==> src/logic/accumulator_add_pkg.sv <==
package accumulator_add_pkg;

  // ---------------------------------------------------------------
  // Widths
  // ---------------------------------------------------------------
  localparam int ACC_W = 40;
  localparam int LONG_W = 32;
  localparam int WORD_W = 16;
  localparam int OPC_W = 24;
  localparam int APB_AW = 8;

  // ---------------------------------------------------------------
  // Register byte offsets
  // ---------------------------------------------------------------
  localparam logic [7:0] OFS_FLAGS = 8'h00;
  localparam logic [7:0] OFS_ACC_A_LOW = 8'h04;
  localparam logic [7:0] OFS_ACC_A_EXT = 8'h08;
  localparam logic [7:0] OFS_ACC_B_LOW = 8'h0c;
  localparam logic [7:0] OFS_ACC_B_EXT = 8'h10;
  localparam logic [7:0] OFS_FIRST_PAIR = 8'h14;
  localparam logic [7:0] OFS_SECOND_PAIR = 8'h18;
  localparam logic [7:0] OFS_EXT_WORD = 8'h1c;
  localparam logic [7:0] OFS_INSTR = 8'h20;
  localparam logic [7:0] OFS_STATUS = 8'h24;
  localparam logic [7:0] OFS_MOVE_LOW = 8'h28;
  localparam logic [7:0] OFS_MOVE_EXT = 8'h2c;

  // ---------------------------------------------------------------
  // Reset values and status fields
  // ---------------------------------------------------------------
  localparam logic [7:0] FLAGS_RESET = 8'h00;
  localparam logic [39:0] ACC_RESET = 40'h00_0000_0000;
  localparam logic [31:0] PAIR_RESET = 32'h0000_0000;
  localparam logic [23:0] INSTR_RESET = 24'h00_0000;
  localparam int STAT_ILLEGAL_BIT = 0;
  localparam int STAT_BUSY_BIT = 1;
  localparam int STAT_COUNT_LSB = 16;

  // ---------------------------------------------------------------
  // Opcode fields and patterns
  // ---------------------------------------------------------------
  localparam int DEST_BIT = 3;
  localparam int CARRY_SRC_BIT = 4;
  localparam logic [2:0] LOW3_CARRY_SUM = 3'h1;
  localparam logic [2:0] LOW3_SUM = 3'h0;
  localparam logic [2:0] LOW3_SHIFT_SUM = 3'h2;
  localparam logic [2:0] HI3_CARRY_SUM = 3'h1;
  localparam logic [3:0] HI4_DOUBLE = 4'h1;
  localparam logic [3:0] HI4_HALVE = 4'h0;
  localparam logic [3:0] HI4_SHORT_IMM = 4'h8;
  localparam logic [3:0] HI4_LONG_IMM = 4'hc;
  localparam logic [9:0] SHORT_IMM_PREFIX = 10'h005;
  localparam logic [15:0] LONG_IMM_PREFIX = 16'h0140;

  // Codes of the three-bit source select field of the register sum.
  localparam logic [2:0] JSEL_OTHER_ACC = 3'h1;
  localparam logic [2:0] JSEL_FIRST_LONG = 3'h2;
  localparam logic [2:0] JSEL_SECOND_LONG = 3'h3;
  localparam logic [2:0] JSEL_FIRST_LOW = 3'h4;
  localparam logic [2:0] JSEL_SECOND_LOW = 3'h5;
  localparam logic [2:0] JSEL_FIRST_HIGH = 3'h6;
  localparam logic [2:0] JSEL_SECOND_HIGH = 3'h7;

  // ---------------------------------------------------------------
  // Types
  // ---------------------------------------------------------------
  typedef enum logic [2:0] {
    op_none = 3'b000,
    op_carry_sum = 3'b001,
    op_sum = 3'b010,
    op_double_sum = 3'b011,
    op_halve_sum = 3'b100
  } op_kind_t;

  typedef enum logic [3:0] {
    src_other_acc = 4'b0000,
    src_first_long = 4'b0001,
    src_second_long = 4'b0010,
    src_first_low = 4'b0011,
    src_second_low = 4'b0100,
    src_first_high = 4'b0101,
    src_second_high = 4'b0110,
    src_short_imm = 4'b0111,
    src_long_imm = 4'b1000
  } src_sel_t;

  typedef struct packed {
    op_kind_t kind;
    src_sel_t src;
    logic dest_b;
    logic has_move;
  } dec_t;

  typedef struct packed {
    logic s;
    logic l;
    logic e;
    logic u;
    logic n;
    logic z;
    logic v;
    logic c;
  } flags_t;

endpackage

==> src/logic/accumulator_add_unit.sv <==
`timescale 1ns/100ps
module accumulator_add_unit (
  // Clock and reset
  input wire logic pclk,
  input wire logic presetn,
  // APB slave
  input wire logic psel,
  input wire logic penable,
  input wire logic pwrite,
  input wire logic [accumulator_add_pkg::APB_AW-1:0] paddr,
  input wire logic [31:0] pwdata,
  output logic [31:0] prdata,
  output logic pready,
  output logic pslverr,
  // Core state
  output accumulator_add_pkg::flags_t condition_flags,
  output logic busy
);
  import accumulator_add_pkg::*;

  // ---------------------------------------------------------------
  // Helpers
  // ---------------------------------------------------------------
  function automatic logic [ACC_W-1:0] long_to_acc(input logic [LONG_W-1:0] v);
    long_to_acc = {{(ACC_W-LONG_W){v[LONG_W-1]}}, v};
  endfunction

  // A 16-bit word sits in the upper half of the long part.
  function automatic logic [ACC_W-1:0] word_to_acc(input logic [WORD_W-1:0] v);
    word_to_acc = {{(ACC_W-LONG_W){v[WORD_W-1]}}, v, {WORD_W{1'b0}}};
  endfunction

  // Byte-wide registers read back in the low byte of a zero-filled word.
  function automatic logic [31:0] byte_to_word(input logic [7:0] b);
    byte_to_word = {24'h00_0000, b};
  endfunction

  function automatic logic is_mapped(input logic [APB_AW-1:0] a);
    case (a)
      OFS_FLAGS, OFS_ACC_A_LOW, OFS_ACC_A_EXT, OFS_ACC_B_LOW, OFS_ACC_B_EXT,
      OFS_FIRST_PAIR, OFS_SECOND_PAIR, OFS_EXT_WORD, OFS_INSTR, OFS_STATUS,
      OFS_MOVE_LOW, OFS_MOVE_EXT: is_mapped = 1'b1;
      default: is_mapped = 1'b0;
    endcase
  endfunction

  // ---------------------------------------------------------------
  // State
  // ---------------------------------------------------------------
  logic [ACC_W-1:0] acc_a_ff;
  logic [ACC_W-1:0] acc_b_ff;
  logic [LONG_W-1:0] first_pair_ff;
  logic [LONG_W-1:0] second_pair_ff;
  logic [WORD_W-1:0] ext_word_ff;
  logic [OPC_W-1:0] instr_ff;
  flags_t flags_ff;
  logic exec_ff;
  logic illegal_ff;
  logic [15:0] op_count_ff;
  logic [ACC_W-1:0] move_snap_ff;
  logic pready_ff;
  logic pslverr_ff;
  logic [31:0] prdata_ff;

  // ---------------------------------------------------------------
  // APB decode
  // ---------------------------------------------------------------
  // Each access takes one wait state so that every bus output is a flop.
  wire logic access = psel & penable;
  wire logic first_access = access & ~pready_ff;
  wire logic commit = access & pready_ff;
  wire logic hit = is_mapped(paddr);
  wire logic wr = commit & pwrite & hit;
  wire logic wr_flags = wr & (paddr == OFS_FLAGS);
  wire logic wr_a_low = wr & (paddr == OFS_ACC_A_LOW);
  wire logic wr_a_ext = wr & (paddr == OFS_ACC_A_EXT);
  wire logic wr_b_low = wr & (paddr == OFS_ACC_B_LOW);
  wire logic wr_b_ext = wr & (paddr == OFS_ACC_B_EXT);
  wire logic wr_first = wr & (paddr == OFS_FIRST_PAIR);
  wire logic wr_second = wr & (paddr == OFS_SECOND_PAIR);
  wire logic wr_ext_word = wr & (paddr == OFS_EXT_WORD);
  wire logic wr_instr = wr & (paddr == OFS_INSTR);

  // ---------------------------------------------------------------
  // Operation decode and operand selection
  // ---------------------------------------------------------------
  dec_t dec;

  opcode_decoder u_decoder (
    .opcode(instr_ff),
    .dec(dec)
  );

  wire logic [ACC_W-1:0] dest_value = dec.dest_b ? acc_b_ff : acc_a_ff;
  wire logic [ACC_W-1:0] other_value = dec.dest_b ? acc_a_ff : acc_b_ff;
  wire logic [WORD_W-1:0] first_pair_low_word = first_pair_ff[WORD_W-1:0];
  wire logic [WORD_W-1:0] first_pair_high_word = first_pair_ff[LONG_W-1:WORD_W];
  wire logic [WORD_W-1:0] second_pair_low_word = second_pair_ff[WORD_W-1:0];
  wire logic [WORD_W-1:0] second_pair_high_word = second_pair_ff[LONG_W-1:WORD_W];
  // The short immediate is unsigned; the upper ten bits are zero-filled.
  wire logic [WORD_W-1:0] short_imm = {10'h000, instr_ff[13:8]};

  // ---------------------------------------------------------------
  // Extension bytes
  // ---------------------------------------------------------------
  wire logic [ACC_W-LONG_W-1:0] acc_first_extension_byte = acc_a_ff[ACC_W-1:LONG_W];
  wire logic [ACC_W-LONG_W-1:0] acc_second_extension_byte = acc_b_ff[ACC_W-1:LONG_W];
  wire logic [ACC_W-LONG_W-1:0] move_extension_byte = move_snap_ff[ACC_W-1:LONG_W];

  logic [ACC_W-1:0] src_value;

  always_comb begin
    case (dec.src)
      src_other_acc: src_value = other_value;
      src_first_long: src_value = long_to_acc(first_pair_ff);
      src_second_long: src_value = long_to_acc(second_pair_ff);
      src_first_low: src_value = word_to_acc(first_pair_low_word);
      src_second_low: src_value = word_to_acc(second_pair_low_word);
      src_first_high: src_value = word_to_acc(first_pair_high_word);
      src_second_high: src_value = word_to_acc(second_pair_high_word);
      src_short_imm: src_value = word_to_acc(short_imm);
      src_long_imm: src_value = word_to_acc(ext_word_ff);
      default: src_value = {ACC_W{1'b0}};
    endcase
  end

  // ---------------------------------------------------------------
  // Arithmetic
  // ---------------------------------------------------------------
  // Carry is bit 40 of the full sum. With a word, long or immediate source it is only
  // meaningful while the destination extension byte copies bit 31; nothing enforces that.
  // Accumulator sources always give a valid carry.
  logic [ACC_W-1:0] sum_result;
  flags_t sum_flags;

  sum_flag_unit #(
    .ACC_BITS(ACC_W)
  ) u_sum (
    .kind(dec.kind),
    .dest_value(dest_value),
    .src_value(src_value),
    .old_flags(flags_ff),
    .result(sum_result),
    .new_flags(sum_flags)
  );

  wire logic exec_ok = exec_ff & (dec.kind != op_none);
  wire logic exec_a = exec_ok & ~dec.dest_b;
  wire logic exec_b = exec_ok & dec.dest_b;

  // ---------------------------------------------------------------
  // Next register values
  // ---------------------------------------------------------------
  // An executing operation outranks a bus write to the same register.
  wire logic [ACC_W-1:0] bus_acc_a = {wr_a_ext ? pwdata[7:0] : acc_a_ff[ACC_W-1:LONG_W],
                                      wr_a_low ? pwdata : acc_a_ff[LONG_W-1:0]};
  wire logic [ACC_W-1:0] bus_acc_b = {wr_b_ext ? pwdata[7:0] : acc_b_ff[ACC_W-1:LONG_W],
                                      wr_b_low ? pwdata : acc_b_ff[LONG_W-1:0]};
  wire logic [ACC_W-1:0] nxt_acc_a = exec_a ? sum_result : bus_acc_a;
  wire logic [ACC_W-1:0] nxt_acc_b = exec_b ? sum_result : bus_acc_b;
  wire flags_t nxt_flags = exec_ok ? sum_flags :
                           wr_flags ? flags_t'(pwdata[7:0]) : flags_ff;
  // The move path captures the destination before the sum lands.
  wire logic [ACC_W-1:0] nxt_move_snap = (exec_ok & dec.has_move) ? dest_value
                                                                 : move_snap_ff;
  // An opcode that decodes to nothing changes no state except the illegal bit.
  wire logic nxt_illegal = exec_ff ? (dec.kind == op_none) : illegal_ff;
  // The executed-operation count wraps silently at 16 bits.
  wire logic [15:0] nxt_op_count = exec_ok ? op_count_ff + 16'h0001 : op_count_ff;

  // ---------------------------------------------------------------
  // Status word
  // ---------------------------------------------------------------
  logic [31:0] status_word;

  always_comb begin
    status_word = 32'h0000_0000;
    status_word[STAT_ILLEGAL_BIT] = illegal_ff;
    status_word[STAT_BUSY_BIT] = exec_ff;
    status_word[STAT_COUNT_LSB +: 16] = op_count_ff;
  end

  // ---------------------------------------------------------------
  // Read data
  // ---------------------------------------------------------------
  logic [31:0] rd_data;

  always_comb begin
    case (paddr)
      OFS_FLAGS: rd_data = byte_to_word(flags_ff);
      OFS_ACC_A_LOW: rd_data = acc_a_ff[LONG_W-1:0];
      OFS_ACC_A_EXT: rd_data = byte_to_word(acc_first_extension_byte);
      OFS_ACC_B_LOW: rd_data = acc_b_ff[LONG_W-1:0];
      OFS_ACC_B_EXT: rd_data = byte_to_word(acc_second_extension_byte);
      OFS_FIRST_PAIR: rd_data = first_pair_ff;
      OFS_SECOND_PAIR: rd_data = second_pair_ff;
      OFS_EXT_WORD: rd_data = {16'h0000, ext_word_ff};
      OFS_INSTR: rd_data = {8'h00, instr_ff};
      OFS_STATUS: rd_data = status_word;
      OFS_MOVE_LOW: rd_data = move_snap_ff[LONG_W-1:0];
      OFS_MOVE_EXT: rd_data = byte_to_word(move_extension_byte);
      default: rd_data = 32'h0000_0000;
    endcase
  end

  // ---------------------------------------------------------------
  // Bus handshake flops
  // ---------------------------------------------------------------
  always_ff @(posedge pclk or negedge presetn) begin
    if (!presetn) begin
      pready_ff <= 1'b0;
      pslverr_ff <= 1'b0;
      prdata_ff <= 32'h0000_0000;
    end else begin
      pready_ff <= first_access;
      pslverr_ff <= first_access & ~hit;
      prdata_ff <= (first_access & ~pwrite) ? rd_data : 32'h0000_0000;
    end
  end

  // ---------------------------------------------------------------
  // Datapath registers
  // ---------------------------------------------------------------
  always_ff @(posedge pclk or negedge presetn) begin
    if (!presetn) begin
      acc_a_ff <= ACC_RESET;
      acc_b_ff <= ACC_RESET;
      flags_ff <= flags_t'(FLAGS_RESET);
      move_snap_ff <= ACC_RESET;
    end else begin
      acc_a_ff <= nxt_acc_a;
      acc_b_ff <= nxt_acc_b;
      flags_ff <= nxt_flags;
      move_snap_ff <= nxt_move_snap;
    end
  end

  // ---------------------------------------------------------------
  // Source and instruction registers
  // ---------------------------------------------------------------
  always_ff @(posedge pclk or negedge presetn) begin
    if (!presetn) begin
      first_pair_ff <= PAIR_RESET;
      second_pair_ff <= PAIR_RESET;
      ext_word_ff <= 16'h0000;
      instr_ff <= INSTR_RESET;
    end else begin
      if (wr_first) begin
        first_pair_ff <= pwdata;
      end
      if (wr_second) begin
        second_pair_ff <= pwdata;
      end
      if (wr_ext_word) begin
        ext_word_ff <= pwdata[WORD_W-1:0];
      end
      if (wr_instr) begin
        instr_ff <= pwdata[OPC_W-1:0];
      end
    end
  end

  // ---------------------------------------------------------------
  // Execution control
  // ---------------------------------------------------------------
  always_ff @(posedge pclk or negedge presetn) begin
    if (!presetn) begin
      exec_ff <= 1'b0;
      illegal_ff <= 1'b0;
      op_count_ff <= 16'h0000;
    end else begin
      exec_ff <= wr_instr;
      illegal_ff <= nxt_illegal;
      op_count_ff <= nxt_op_count;
    end
  end

  // ---------------------------------------------------------------
  // Outputs
  // ---------------------------------------------------------------
  assign prdata = prdata_ff;
  assign pready = pready_ff;
  assign pslverr = pslverr_ff;
  assign condition_flags = flags_ff;
  assign busy = exec_ff;

endmodule

==> src/logic/opcode_decoder.sv <==
`timescale 1ns/100ps
module opcode_decoder (
  // Opcode word
  input wire logic [accumulator_add_pkg::OPC_W-1:0] opcode,
  // Decoded operation
  output accumulator_add_pkg::dec_t dec
);
  import accumulator_add_pkg::*;

  // ---------------------------------------------------------------
  // Pattern match
  // ---------------------------------------------------------------
  function automatic src_sel_t field_to_src(input logic [2:0] code);
    case (code)
      JSEL_OTHER_ACC: field_to_src = src_other_acc;
      JSEL_FIRST_LONG: field_to_src = src_first_long;
      JSEL_SECOND_LONG: field_to_src = src_second_long;
      JSEL_FIRST_LOW: field_to_src = src_first_low;
      JSEL_SECOND_LOW: field_to_src = src_second_low;
      JSEL_FIRST_HIGH: field_to_src = src_first_high;
      default: field_to_src = src_second_high;
    endcase
  endfunction

  wire logic [7:0] lo = opcode[7:0];
  wire logic [2:0] source_select_field = lo[6:4];
  wire logic is_carry_sum = (lo[7:5] == HI3_CARRY_SUM) && (lo[2:0] == LOW3_CARRY_SUM);
  wire logic is_reg_sum = !lo[7] && (lo[2:0] == LOW3_SUM) && (source_select_field != 3'h0);
  wire logic is_double = (lo[7:4] == HI4_DOUBLE) && (lo[2:0] == LOW3_SHIFT_SUM);
  wire logic is_halve = (lo[7:4] == HI4_HALVE) && (lo[2:0] == LOW3_SHIFT_SUM);
  wire logic is_short = (opcode[23:14] == SHORT_IMM_PREFIX) && (lo[7:4] == HI4_SHORT_IMM)
                        && (lo[2:0] == LOW3_SUM);
  wire logic is_long = (opcode[23:8] == LONG_IMM_PREFIX) && (lo[7:4] == HI4_LONG_IMM)
                       && (lo[2:0] == LOW3_SUM);

  // ---------------------------------------------------------------
  // Decoded fields
  // ---------------------------------------------------------------
  wire op_kind_t kind = is_carry_sum ? op_carry_sum :
                        (is_reg_sum || is_short || is_long) ? op_sum :
                        is_double ? op_double_sum :
                        is_halve ? op_halve_sum : op_none;

  // Carry sum picks one long pair; shift sums use the other accumulator.
  wire src_sel_t src = is_carry_sum ? (lo[CARRY_SRC_BIT] ? src_second_long
                                                          : src_first_long) :
                       is_short ? src_short_imm :
                       is_long ? src_long_imm :
                       is_reg_sum ? field_to_src(source_select_field) :
                       src_other_acc;

  assign dec.kind = kind;
  assign dec.src = src;
  assign dec.dest_b = lo[DEST_BIT];
  assign dec.has_move = (kind != op_none) && !is_short && !is_long;

endmodule

==> src/logic/sum_flag_unit.sv <==
`timescale 1ns/100ps
module sum_flag_unit #(
  parameter int ACC_BITS = 40
) (
  // Operands
  input accumulator_add_pkg::op_kind_t kind,
  input wire logic [ACC_BITS-1:0] dest_value,
  input wire logic [ACC_BITS-1:0] src_value,
  input accumulator_add_pkg::flags_t old_flags,
  // Result
  output logic [ACC_BITS-1:0] result,
  output accumulator_add_pkg::flags_t new_flags
);
  import accumulator_add_pkg::*;

  localparam int MSB = ACC_BITS - 1;

  // ---------------------------------------------------------------
  // Preliminary shift and addition
  // ---------------------------------------------------------------
  wire logic [MSB:0] shifted =
    (kind == op_double_sum) ? {dest_value[MSB-1:0], 1'b0} :
    (kind == op_halve_sum) ? {dest_value[MSB], dest_value[MSB:1]} :
    dest_value;
  wire logic carry_in = (kind == op_carry_sum) ? old_flags.c : 1'b0;
  wire logic [ACC_BITS:0] sum_wide = {1'b0, shifted} + {1'b0, src_value}
                                     + {{ACC_BITS{1'b0}}, carry_in};
  wire logic [MSB:0] sum = sum_wide[MSB:0];

  // ---------------------------------------------------------------
  // Flags
  // ---------------------------------------------------------------
  wire logic add_ovf = (shifted[MSB] == src_value[MSB]) && (sum[MSB] != shifted[MSB]);
  wire logic shift_ovf = (kind == op_double_sum) && (dest_value[MSB] != dest_value[MSB-1]);
  wire logic ovf = add_ovf | shift_ovf;
  wire logic int_same = (&sum[MSB:31]) | ~(|sum[MSB:31]);

  assign result = sum;
  assign new_flags.c = sum_wide[ACC_BITS];
  assign new_flags.v = ovf;
  assign new_flags.z = (sum == {ACC_BITS{1'b0}});
  assign new_flags.n = sum[MSB];
  assign new_flags.u = ~(sum[31] ^ sum[30]);
  assign new_flags.e = ~int_same;
  assign new_flags.l = old_flags.l | ovf;
  assign new_flags.s = old_flags.s | (sum[30] ^ sum[29]);

endmodule

==> config.mk <==
export PLATFORM = sky130hd
export DESIGN_NAME = accumulator_add_unit
export DESIGN_NICKNAME = d
export VERILOG_FILES = /design/src/logic/accumulator_add_pkg.sv /design/src/logic/accumulator_add_unit.sv /design/src/logic/opcode_decoder.sv /design/src/logic/sum_flag_unit.sv
export SDC_FILE = /design/constraint.sdc
export NUM_CORES = 1
export LEC_CHECK = 0
export ABC_AREA = 1
export BUFFER_PORTS_ARGS = -buffer_cell sky130_fd_sc_hd__buf_2
export CAP_MARGIN = 10
export CORE_MARGIN = 4
export CORE_UTILIZATION = 40
export CTS_CLUSTER_SIZE = 10
export DETAILED_ROUTE_END_ITERATION = 8
export PLACE_DENSITY = 0.54
export SETUP_SLACK_MARGIN = 0.4
export SLEW_MARGIN = 20
export SYNTH_ARGS = -nofsm -noshare
export SYNTH_HDL_FRONTEND = slang
export SYNTH_SLANG_ARGS = --single-unit
export TNS_END_PERCENT = 20
==> constraint.sdc <==
create_clock -name pclk -period 5.41 [get_ports pclk]
set_clock_uncertainty 0.15 [all_clocks]
set_input_delay 0 -clock pclk [delete_from_list [all_inputs] [get_ports pclk]]
set_output_delay 0 -clock pclk [all_outputs]
set_load 0.01 [all_outputs]
Word-level counts from Yosys, hierarchy flattened

Cells that the tools add are included.

Latch bits: 0
Input port bits: 45
Memories kept: 0
Memory bits (writable): 0
Word-level logic and storage cells: 159
Bits in read-only memories: 0
Bits in registers: 284
Output and inout port bits: 43

Multiplexer cells: 27
Bitwise gates (word level): 33
Div/mod/pow operators: 0
Add/subtract/negate cells: 3
Multipliers: 0
Reductions and logical operators: 34
Equal/unequal tests: 39
Magnitude comparators: 0
Shift-type cells: 0

Operators by type and width:

| cell                                                             | count |
|---|---|
| 32-bit case mux with 12 select lines                             | 1 |
| 40-bit case mux with 9 select lines                              | 1 |
| 40-bit 2-to-1 mux                                                | 5 |
| 32-bit 2-to-1 mux                                                | 3 |
| 40-bit by 40-bit adder with 41-bit output                        | 1 |
| 41-bit by 1-bit adder with 41-bit output                         | 1 |
| 40-bit logical NOT                                               | 1 |
| 39-bit 2-to-1 mux                                                | 1 |
| 8-bit by 5-bit == test with 1-bit output, second input constant  | 4 |
| 8-bit by 6-bit == test with 1-bit output, second input constant  | 4 |
| 8-bit 2-to-1 mux                                                 | 4 |
| 1-bit AND                                                        | 20 |
| 3-bit case mux with 6 select lines                               | 1 |
| 16-bit by 1-bit adder with 16-bit output, second input constant  | 1 |
| 16-bit by 9-bit == test with 1-bit output, second input constant | 1 |
| 4-bit by 3-bit == test with 1-bit output, second input constant  | 4 |
| 8-bit by 4-bit == test with 1-bit output, second input constant  | 2 |
| 3-bit 2-to-1 mux                                                 | 5 |
| 1-bit logical AND                                                | 13 |
| 3-bit by 1-bit == test with 1-bit output, second input constant  | 4 |
| 3-bit by 2-bit == test with 1-bit output, second input constant  | 4 |
| 3-bit == test, second input constant                             | 4 |
| 4-bit == test, second input constant                             | 3 |
| 4-bit 2-to-1 mux                                                 | 3 |
| 21 further kinds                                                 | 45 |

Logic depth before layout (Yosys ltp)

Gate-level depths: netlist (run 1).

Depth after elaboration: 17
Depth in mapped cells: 42
Gate-level depth less buffers: 42

Hierarchy

Synthesis (run 1) repeated with hierarchy kept, for this count alone.

Cells, all modules: 3,145
Area, all modules: 20,193.1 um2

Modules (own cells, without submodules):

| module               | cells an instance | times used | area an instance (um2) |
|---|---|---|---|
| accumulator_add_unit | 2,144             | 1          | 15,521.1 |
| sum_flag_unit        | 919               | 1          | 4,301.6 |
| opcode_decoder       | 82                | 1          | 370.4 |

Least setup slack after synthesis (run 1)

Ideal clock, no wire load.

Path type: register -> register
Start: reg instr_ff[17]
End: reg flags_ff (netlist bit condition_flags[2])
Required time: 5.195 ns
Data arrival time: 4.468 ns
Library setup time: 0.065 ns
Setup slack: 0.727 ns
Buffers on the path: 0
Clock period less this slack: 4.683 ns
Stages on the path, launching flop included: 38
Path through: dfrtp_1 > inv_2 > nand2_1 > nor3_1 > nand2_1 > nor2_2 > nand2_2 > nand3_2 > o21ai_2 > nor2_4 > inv_2 > nor2_2 > inv_2 > o22ai_1 > a31oi_1 > fa_1 > fa_1 > nor2_1 > [2 not listed] > nand2_1 > nand3_1 > nand3_1 > nand3_1 > xnor2_1 > ha_1 > nand3_1 > nor2_1 > nand3_1 > nor2_1 > nand3_1 > nor2_1 > nand2_1 > nor2_1 > nand3_1 > o21bai_1 > nand2_1 > nand2_1

Cells in the longest elaborated chain, start to end: 14
Elaborated cells between the ends (all ways): 36
Those cells by class: add/sub: 2; eq/ne: 13; mux: 10; bitwise: 1; reduce/logical: 10

Ends and longest elaborated chain:

| element                                                                                            | RTL line                    | RTL |
|---|---|---|
| from (decl)                                                                                        | accumulator_add_unit.sv:55  | `logic [OPC_W-1:0] instr_ff;` |
| from (signal assigned)                                                                             | accumulator_add_unit.sv:258 | `instr_ff <= pwdata[OPC_W-1:0];` |
| parallel branches: the longest is 14 deep, another holds 40-bit by 40-bit adder with 41-bit output | -                           |  |
| to (signal assigned)                                                                               | accumulator_add_unit.sv:228 | `flags_ff <= flags_t'(FLAGS_RESET);` |
| to (signal assigned)                                                                               | accumulator_add_unit.sv:233 | `flags_ff <= nxt_flags;` |
| to (decl)                                                                                          | accumulator_add_unit.sv:56  | `flags_t flags_ff;` |

Several ways; the timed one is not identified.
A chain may end at the register's enable or synchronous reset.

Worst setup path in the final report (run 1)

Start: reg instr_ff[1]
End: reg flags_ff (netlist bit condition_flags[2])

Cells in the longest elaborated chain, start to end: 14
Elaborated cells between the ends (all ways): 43
Those cells by class: add/sub: 2; eq/ne: 13; mux: 13; bitwise: 1; reduce/logical: 14

Ends and longest elaborated chain:

| element |
|---|
| parallel branches: the longest is 14 deep, another holds 40-bit by 40-bit adder with 41-bit output |

Several ways; the timed one is not identified.

==> results of run 1 <==
==> synth_stat cells (all sizes together), types with 2 or more instances <==
cell type,count
buf,54
nor4,5
inv,438
ha,41
o2111ai,2
nor3,20
o221ai,47
a22oi,10
a21oi,144
nand3,114
clkbuf,60
nand3b,11
a2111oi,5
a31oi,14
nand2,728
dfrtp,284
fa,2
o21bai,7
xor2,15
a221oi,35
xnor2,7
and2,2
nand4,16
a41oi,5
o21ai,391
o211ai,26
o22ai,84
nor2,168
==> kinds of logic (layout without fill, tap and decap cells) <==
group,after synthesis,after routing,share of synthesized area [%]
buf+inv,552,820,11.4
flops,284,284,37.6
simple gates,1065,1065,23.3
other cells,0,1,0
xor+xnor,22,22,1.02
compound gates,772,772,23.7
mux,1,1,0.0596
fa+ha+maj,43,43,2.93
==> metal layers <==
layer / vias to the layer above / track usage, % / routed length (µm)
met5: - / 0 / 0
met4: 0 / 12.4 / 4110
met3: 252 / 8.57 / 10300
met2: 1315 / 55.9 / 41200
met1: 10500 / 51.8 / 40300
li1: 9576 / - / -
==> worst max-delay path, delay by kind of cell (launching register included) <==
| kind | cells | cell delay, ps |
|---|---|---|
| AND/OR/NAND/NOR | 17 | 2030 |
| AO/OA/AOI/OAI | 6 | 1020 |
| buffers and inverters | 7 | 1000 |
| flip-flops | 1 | 400 |
| adder cells (fa/ha/maj) | 1 | 350 |
==> power by group <==
group	total (µW)	leakage (µW)	internal [µW]	switching (µW)
Combinational	212	0.00809	62.2	149
Sequential	2130	0.00314	2130	2.68
Clock	2340	0.000531	1360	984
==> metrics by stage <==
step / instance area [µm²] / instances / total power, µW / util (%) / setup WS, ps
2_1_floorplan: 18900 / 2739 / 2210 / - / 727
3_3_place_gp: 21000 / 3497 / 2350 / 45.1 / 188
3_5_place_dp: 21000 / 3497 / 2350 / 45.1 / 66.6
4_1_cts: 22700 / 3596 / 4700 / 48.8 / 401
5_1_grt: 23400 / 3614 / 4790 / 50.1 / 180
6_report: 23400 / 3615 / 4690 / 50.1 / 378
==> placed cells by master (no fill, tap or decap), drive strengths merged, types with 52 or more instances in the layout <==
cell type  synthesis  routed
a21oi            144     144
buf               54     286
clkbuf            60      52
dfrtp            284     284
inv              438     440
nand2            728     728
nand3            114     114
nor2             168     168
o21ai            391     391
o22ai             84      84
==> worst max-delay path by stage <==
stage / cells past startpoint / end
3_5_place_dp: 35 / condition_flags[2]
2_1_floorplan: 37 / condition_flags[2]
3_3_place_gp: 35 / condition_flags[2]
4_1_cts: 35 / condition_flags[2]
5_1_grt: 41 / condition_flags[2]
6_report: 31 / condition_flags[2]
==> repair_timing <==
action / 4_1_cts / 5_1_grt
gates resized for setup: 35 / 122
endpoints found under the setup margin: 4 / 15
setup buffers: 2 / 18
hold buffers: 41 / 0
pin swaps: 12 / 47
hold endpoints to repair: 304 / 0
==> sequential cells by signal, summed over array words and instances (netlist names) <==
name	count
instr_ff	24
op_count_ff	16
move_snap_ff	40
illegal_ff	1
acc_a_ff	40
pready	1
acc_b_ff	40
prdata	32
second_pair_ff	32
ext_word_ff	16
first_pair_ff	32
condition_flags	8
busy	1
pslverr	1
==> layout make-up <==
| cell class | instances | share of cell area (%) |
|---|---|---|
| clock buffers | 52 | 4.42 |
| repair buffers | 326 | 10.6 |
| multi-input cells | 1903 | 44.0 |
| inverters | 438 | 7.07 |
| diodes | 1 | 0.0107 |
| flip-flops and latches | 284 | 30.4 |
| well taps | 607 | 3.25 |
| clock inverters | 4 | 0.225 |
==> flow_summary.toml, run 1 <==
[critical_path]
r2r_slack_ps = 380
cp_max_fo = 7
critical_path_required_ps = 5760
cp.arrival_ps = 5380
timing.rr.end = "condition_flags[2]"
r2r_cells = 31
reg2reg_from = "instr_ff[1]"
start_kind = "flip-flop"
cpMostUsedCell = "nand2_1"
worstSetupStartpoint = "instr_ff[1]"
endpoint_kind = "flip-flop"
critPathKind = "flip-flop to flip-flop"
slowest_stage = "a21oi_1"
cpPeakStageDelay_ps = 410

[final_layout]
area_delta_synth_final_pct = 23.7
fill_cells = 4681
drive_gt1_share_pct = 16.9
regArea_um2 = 7110
multiInputGateArea_um2 = 10300
finalNetCount = 3077

[timing]
post-route-period-util_pct = 93.0
rsz0062_at_grt = "yes"
max_freq_mhz = 199
hold_ws_ps = 25.1
tns_ps = 0
slew_violations = 0
fin_crit_ps = 5030
setup_viol = 0
hold_viol = 0
tightest_slew_ps = 1070
relSlewSlack_pct = 28.2

[hold_path]
hp-start = "paddr[0]"
holdPathStages = 7
min_path_type = "primary input to flip-flop"
holdPathEnd = "prdata[17]"

[routing]
drt_drc_violations_left = 0
ant_nets = 0
vias = 21600
drtIter0Drc = 2949
viasPerCell = 5.97
first_pass_iters = 6
wl_per_cell_um = 26.5
totalWireLength_um = 95900

[grt]
antenna_found_initial = 0
grt_pass1_vias = 20000
overflow = 0
grt_pass1_wl_um = 138000
grt_max_degree = 130
gr-usage-all-layers_pct = 36.8

[placed_design]
gp_congestion = 1.06
portBuffers = 87
hpwl_um = 73100

[synth]
synth_largest_area_cell = "dfrtp_1"
postSynthAreaPerCell_um2 = 6.90
netlist_area_um2 = 18900
synth_top_flop_cell = "dfrtp_1"
synth_top_area_share_pct = 37.6
seq_area_frac_synth_pct = 37.6
syn-num-nets = 2827
synthArstFlopShare_pct = 100
ys_top_cells_by_area = "dfrtp_1, nand2_1, o21ai_0"
syn_inst = 2739
synth_cell_types = 50
synth_edf_count = 0
synth_warnings = 0
synth-seq-cells = 284

[clock_network]
insertion_delay_ps = 560
cts_sinks = 284
cts_htree_levels = 2
clk_pin_slew_ps = 60
cts_tree = "done"
cts_root_buf = "clkbuf_16"
cts_buffers = 36
ctsLongestPathBuffers = 3

[die]
die_x_um = 225
io_pins = 88
die-area_um2 = 50800
fp-row-count = 79
die_h_um = 225
initial_core_util_pct = 40.5
core_area_um2 = 46700

[status]
status = "finished clean"

[flow_run]
maxCapViolCount = 0

[pwr]
ir_drop_v = 0.000158
p_leak_uw = 0.0118
power_density_nw_per_um2 = 200
No activity file was read; power rests on OpenSTA's default activity.
==> inputs of run 2 (changes only) <==
- CORE_UTILIZATION: 40 -> 25
- PLACE_DENSITY: 0.54 -> 0.37
- clock period: 5.41 -> 5.9 ns (I/O delays scaled with it)
==> run 2 against run 1 <==
Fmax shrank 3.3%. Via count is 4.9% lower. Register-to-register slack better by 320 ps. Sequential share of layout area increased by 0.46 points. The run now ends with negative hold slack left. Combinational power fell by 9.4%. Hold slack lost 67 ps. Setup slack improved by 320 ps. Critical path depth shrank 9. Utilization down 19 points. Cell count is 7.7% higher. Power fell by 4.4%.
==> flow_summary.toml, run 2 (synthesized netlist as in run 1, its figures left out) <==
[clock_network]
cts_buffers = 38
clk_pin_slew_ps = 50
cts_htree_levels = 2
insertion_delay_ps = 570
cts_tree = "done"
cts_sinks = 284
cts_root_buf = "clkbuf_16"
ctsLongestPathBuffers = 3

[critical_path]
cp_max_fo = 36
cpMostUsedCell = "nand2_1"
critPathKind = "flip-flop to flip-flop"
crit_buf_inv = 4
cp.arrival_ps = 5550
crit_path_cell_trace = "nor2_2, and3_1, and2_2, inv_1, buf_12, o21ai_0, ha_4, nand2_1, inv_1, nand2_1, nand3_1, nor2_1, nand3_1, a21oi_1, inv_1, nand2_1, nand2_1, nor2_1, nand3_1, o21bai_1, nand2_1, nand2_1"
cpPeakStageDelay_ps = 670
cp_top_family = "simple AND/OR/NAND/NOR gates"
slowest_stage = "o21ai_0"
start_kind = "flip-flop"
critical_path_required_ps = 6250
endpoint_kind = "flip-flop"

[die]
die_h_um = 283
io_pins = 88
initial_core_util_pct = 25.3
fp-row-count = 100
die_x_um = 283
die-area_um2 = 80100
core_area_um2 = 74700

[placed_design]
hpwl_um = 82300
dpl_cell_area_um2 = 20800
portBuffers = 87
place_ws_ps = 210
gp_congestion = 0.975

[routing]
wl_per_cell_um = 27.4
totalWireLength_um = 107000
vias = 20500
viasPerCell = 5.28
drtIter0Drc = 2490
first_pass_iters = 6
drt_drc_violations_left = 0
ant_nets = 0

[grt]
grt_max_degree = 114
grt_pass1_wl_um = 151000
grt_pass1_vias = 19800
overflow = 0
gr-usage-all-layers_pct = 25.8
antenna_found_initial = 5

[final_layout]
finalNetCount = 2983
area_delta_synth_final_pct = 21.8
drive_gt1_share_pct = 13.4
mostFrequentLayoutCells = "nand2_1, inv_1, o21ai_0"
final_common_cell = "nand2_1"
antenna_cells = 0
regArea_um2 = 7110
multiInputGateArea_um2 = 10200
design_area_um2 = 23000
fill_cells = 8189
reg_top3 = "acc_a_ff x40, acc_b_ff x40, move_snap_ff x40"

[timing]
hold_viol = 41
setup_viol = 0
relSlewSlack_pct = 14.9
fin_crit_ps = 5210
tns_ps = 0
hold_ws_ps = -42.3
slew_violations = 0
rsz0062_at_grt = "no"
tightest_slew_ps = 1260
fin_ws_ps = 694
post-route-period-util_pct = 88.2
max_freq_mhz = 192

[pwr]
ir_drop_v = 0.000144
power_density_nw_per_um2 = 195
p_leak_uw = 0.0113

[hold_path]
min_path_type = "primary input to asynchronous set/reset pin"

[status]
status = "finished with violations"
violations = "negative hold slack"

[flow_run]
maxCapViolCount = 0
-- run 2: cell types whose count changed in the layout (fill, tap and decap cells not counted), sizes merged --
cell | before | now
clkbuf | 52 | 61
buf | 286 | 190
clkinv | 1 | 3
bufinv | 1 | 2
diode | 1 | 0
-- run 2: power breakdown --
part / switching [µW] / total [µW] / internal, µW
clock network: 959 / 2330 / 1370
registers: 2.55 / 1950 / 1950
logic: 139 / 192 / 53.4
total: 1100 / 4480 / 3380
-- run 2: layer usage --
layer | up-vias | share of wire [%] | track usage [%]
li1 | 9406 | - | -
met1 | 10100 | 46 | 37.3
met2 | 894 | 44 | 40.1
met3 | 151 | 7.1 | 3.39
met4 | 0 | 3.6 | 8.18
met5 | - | 0 | 0
-- run 2: worst reg2reg max path, cell delays in order (launching register included) --
cell and delay, ps:
dfrtp_1 420, nor2_2 120, and3_1 230, and2_2 390, inv_1 140, buf_12 210, o21ai_0 680, ha_4 340
nand2_1 130, inv_1 90, nand2_1 80, nand3_1 220, nor2_1 170, nand3_1 350, a21oi_1 450, inv_1 80
nand2_1 60, nand2_1 220, nor2_1 280, nand3_1 100, o21bai_1 130, nand2_1 60, nand2_1 50
-- run 2: repair_timing --
action,CTS,global route
buffers inserted,0,18
pin swaps,0,31
resized for setup,5,113
setup endpoints to repair,2,4
hold buffers,40,0
hold endpoints to repair,322,0
-- run 2: final cells by class --
cell class	count	share of cell area (%)
Clock buffer	61	4.81
Clock inverter	7	0.467
Inverter	438	7.17
Multi-Input combinational cell	1903	44.1
Sequential cell	284	30.9
Tap cell	969	5.26
Timing Repair Buffer	230	7.33
-- run 2: metrics by stage --
step	cells	total power, µW	utilization (%)	hold WS, ps
floorplan	2739	2030	-	-446
global route	3892	4600	30.8	57.1
finish	3892	4480	30.8	-42.3
global placement	3766	2160	27.8	29.5
CTS	3874	4520	30.0	10.1
detailed placement	3766	2160	27.8	24.2
-- run 2: path summary, 6_finish.rpt --
| check | start | to | slack [ps] | cells past startpoint |
|---|---|---|---|---|
| max | instr_ff[0] | condition_flags[2] | 690 | 22 |
| min | presetn | prdata[26] | -40 | 2 |
| max reg2reg | instr_ff[0] | condition_flags[2] | 690 | 22 |
| min reg2reg | move_snap_ff[3] | move_snap_ff[3] | 330 | 2 |
| max in group asynchronous | presetn | prdata[5] | 4180 | 3 |
| min in group pclk | paddr[1] | prdata[17] | 30 | 7 |
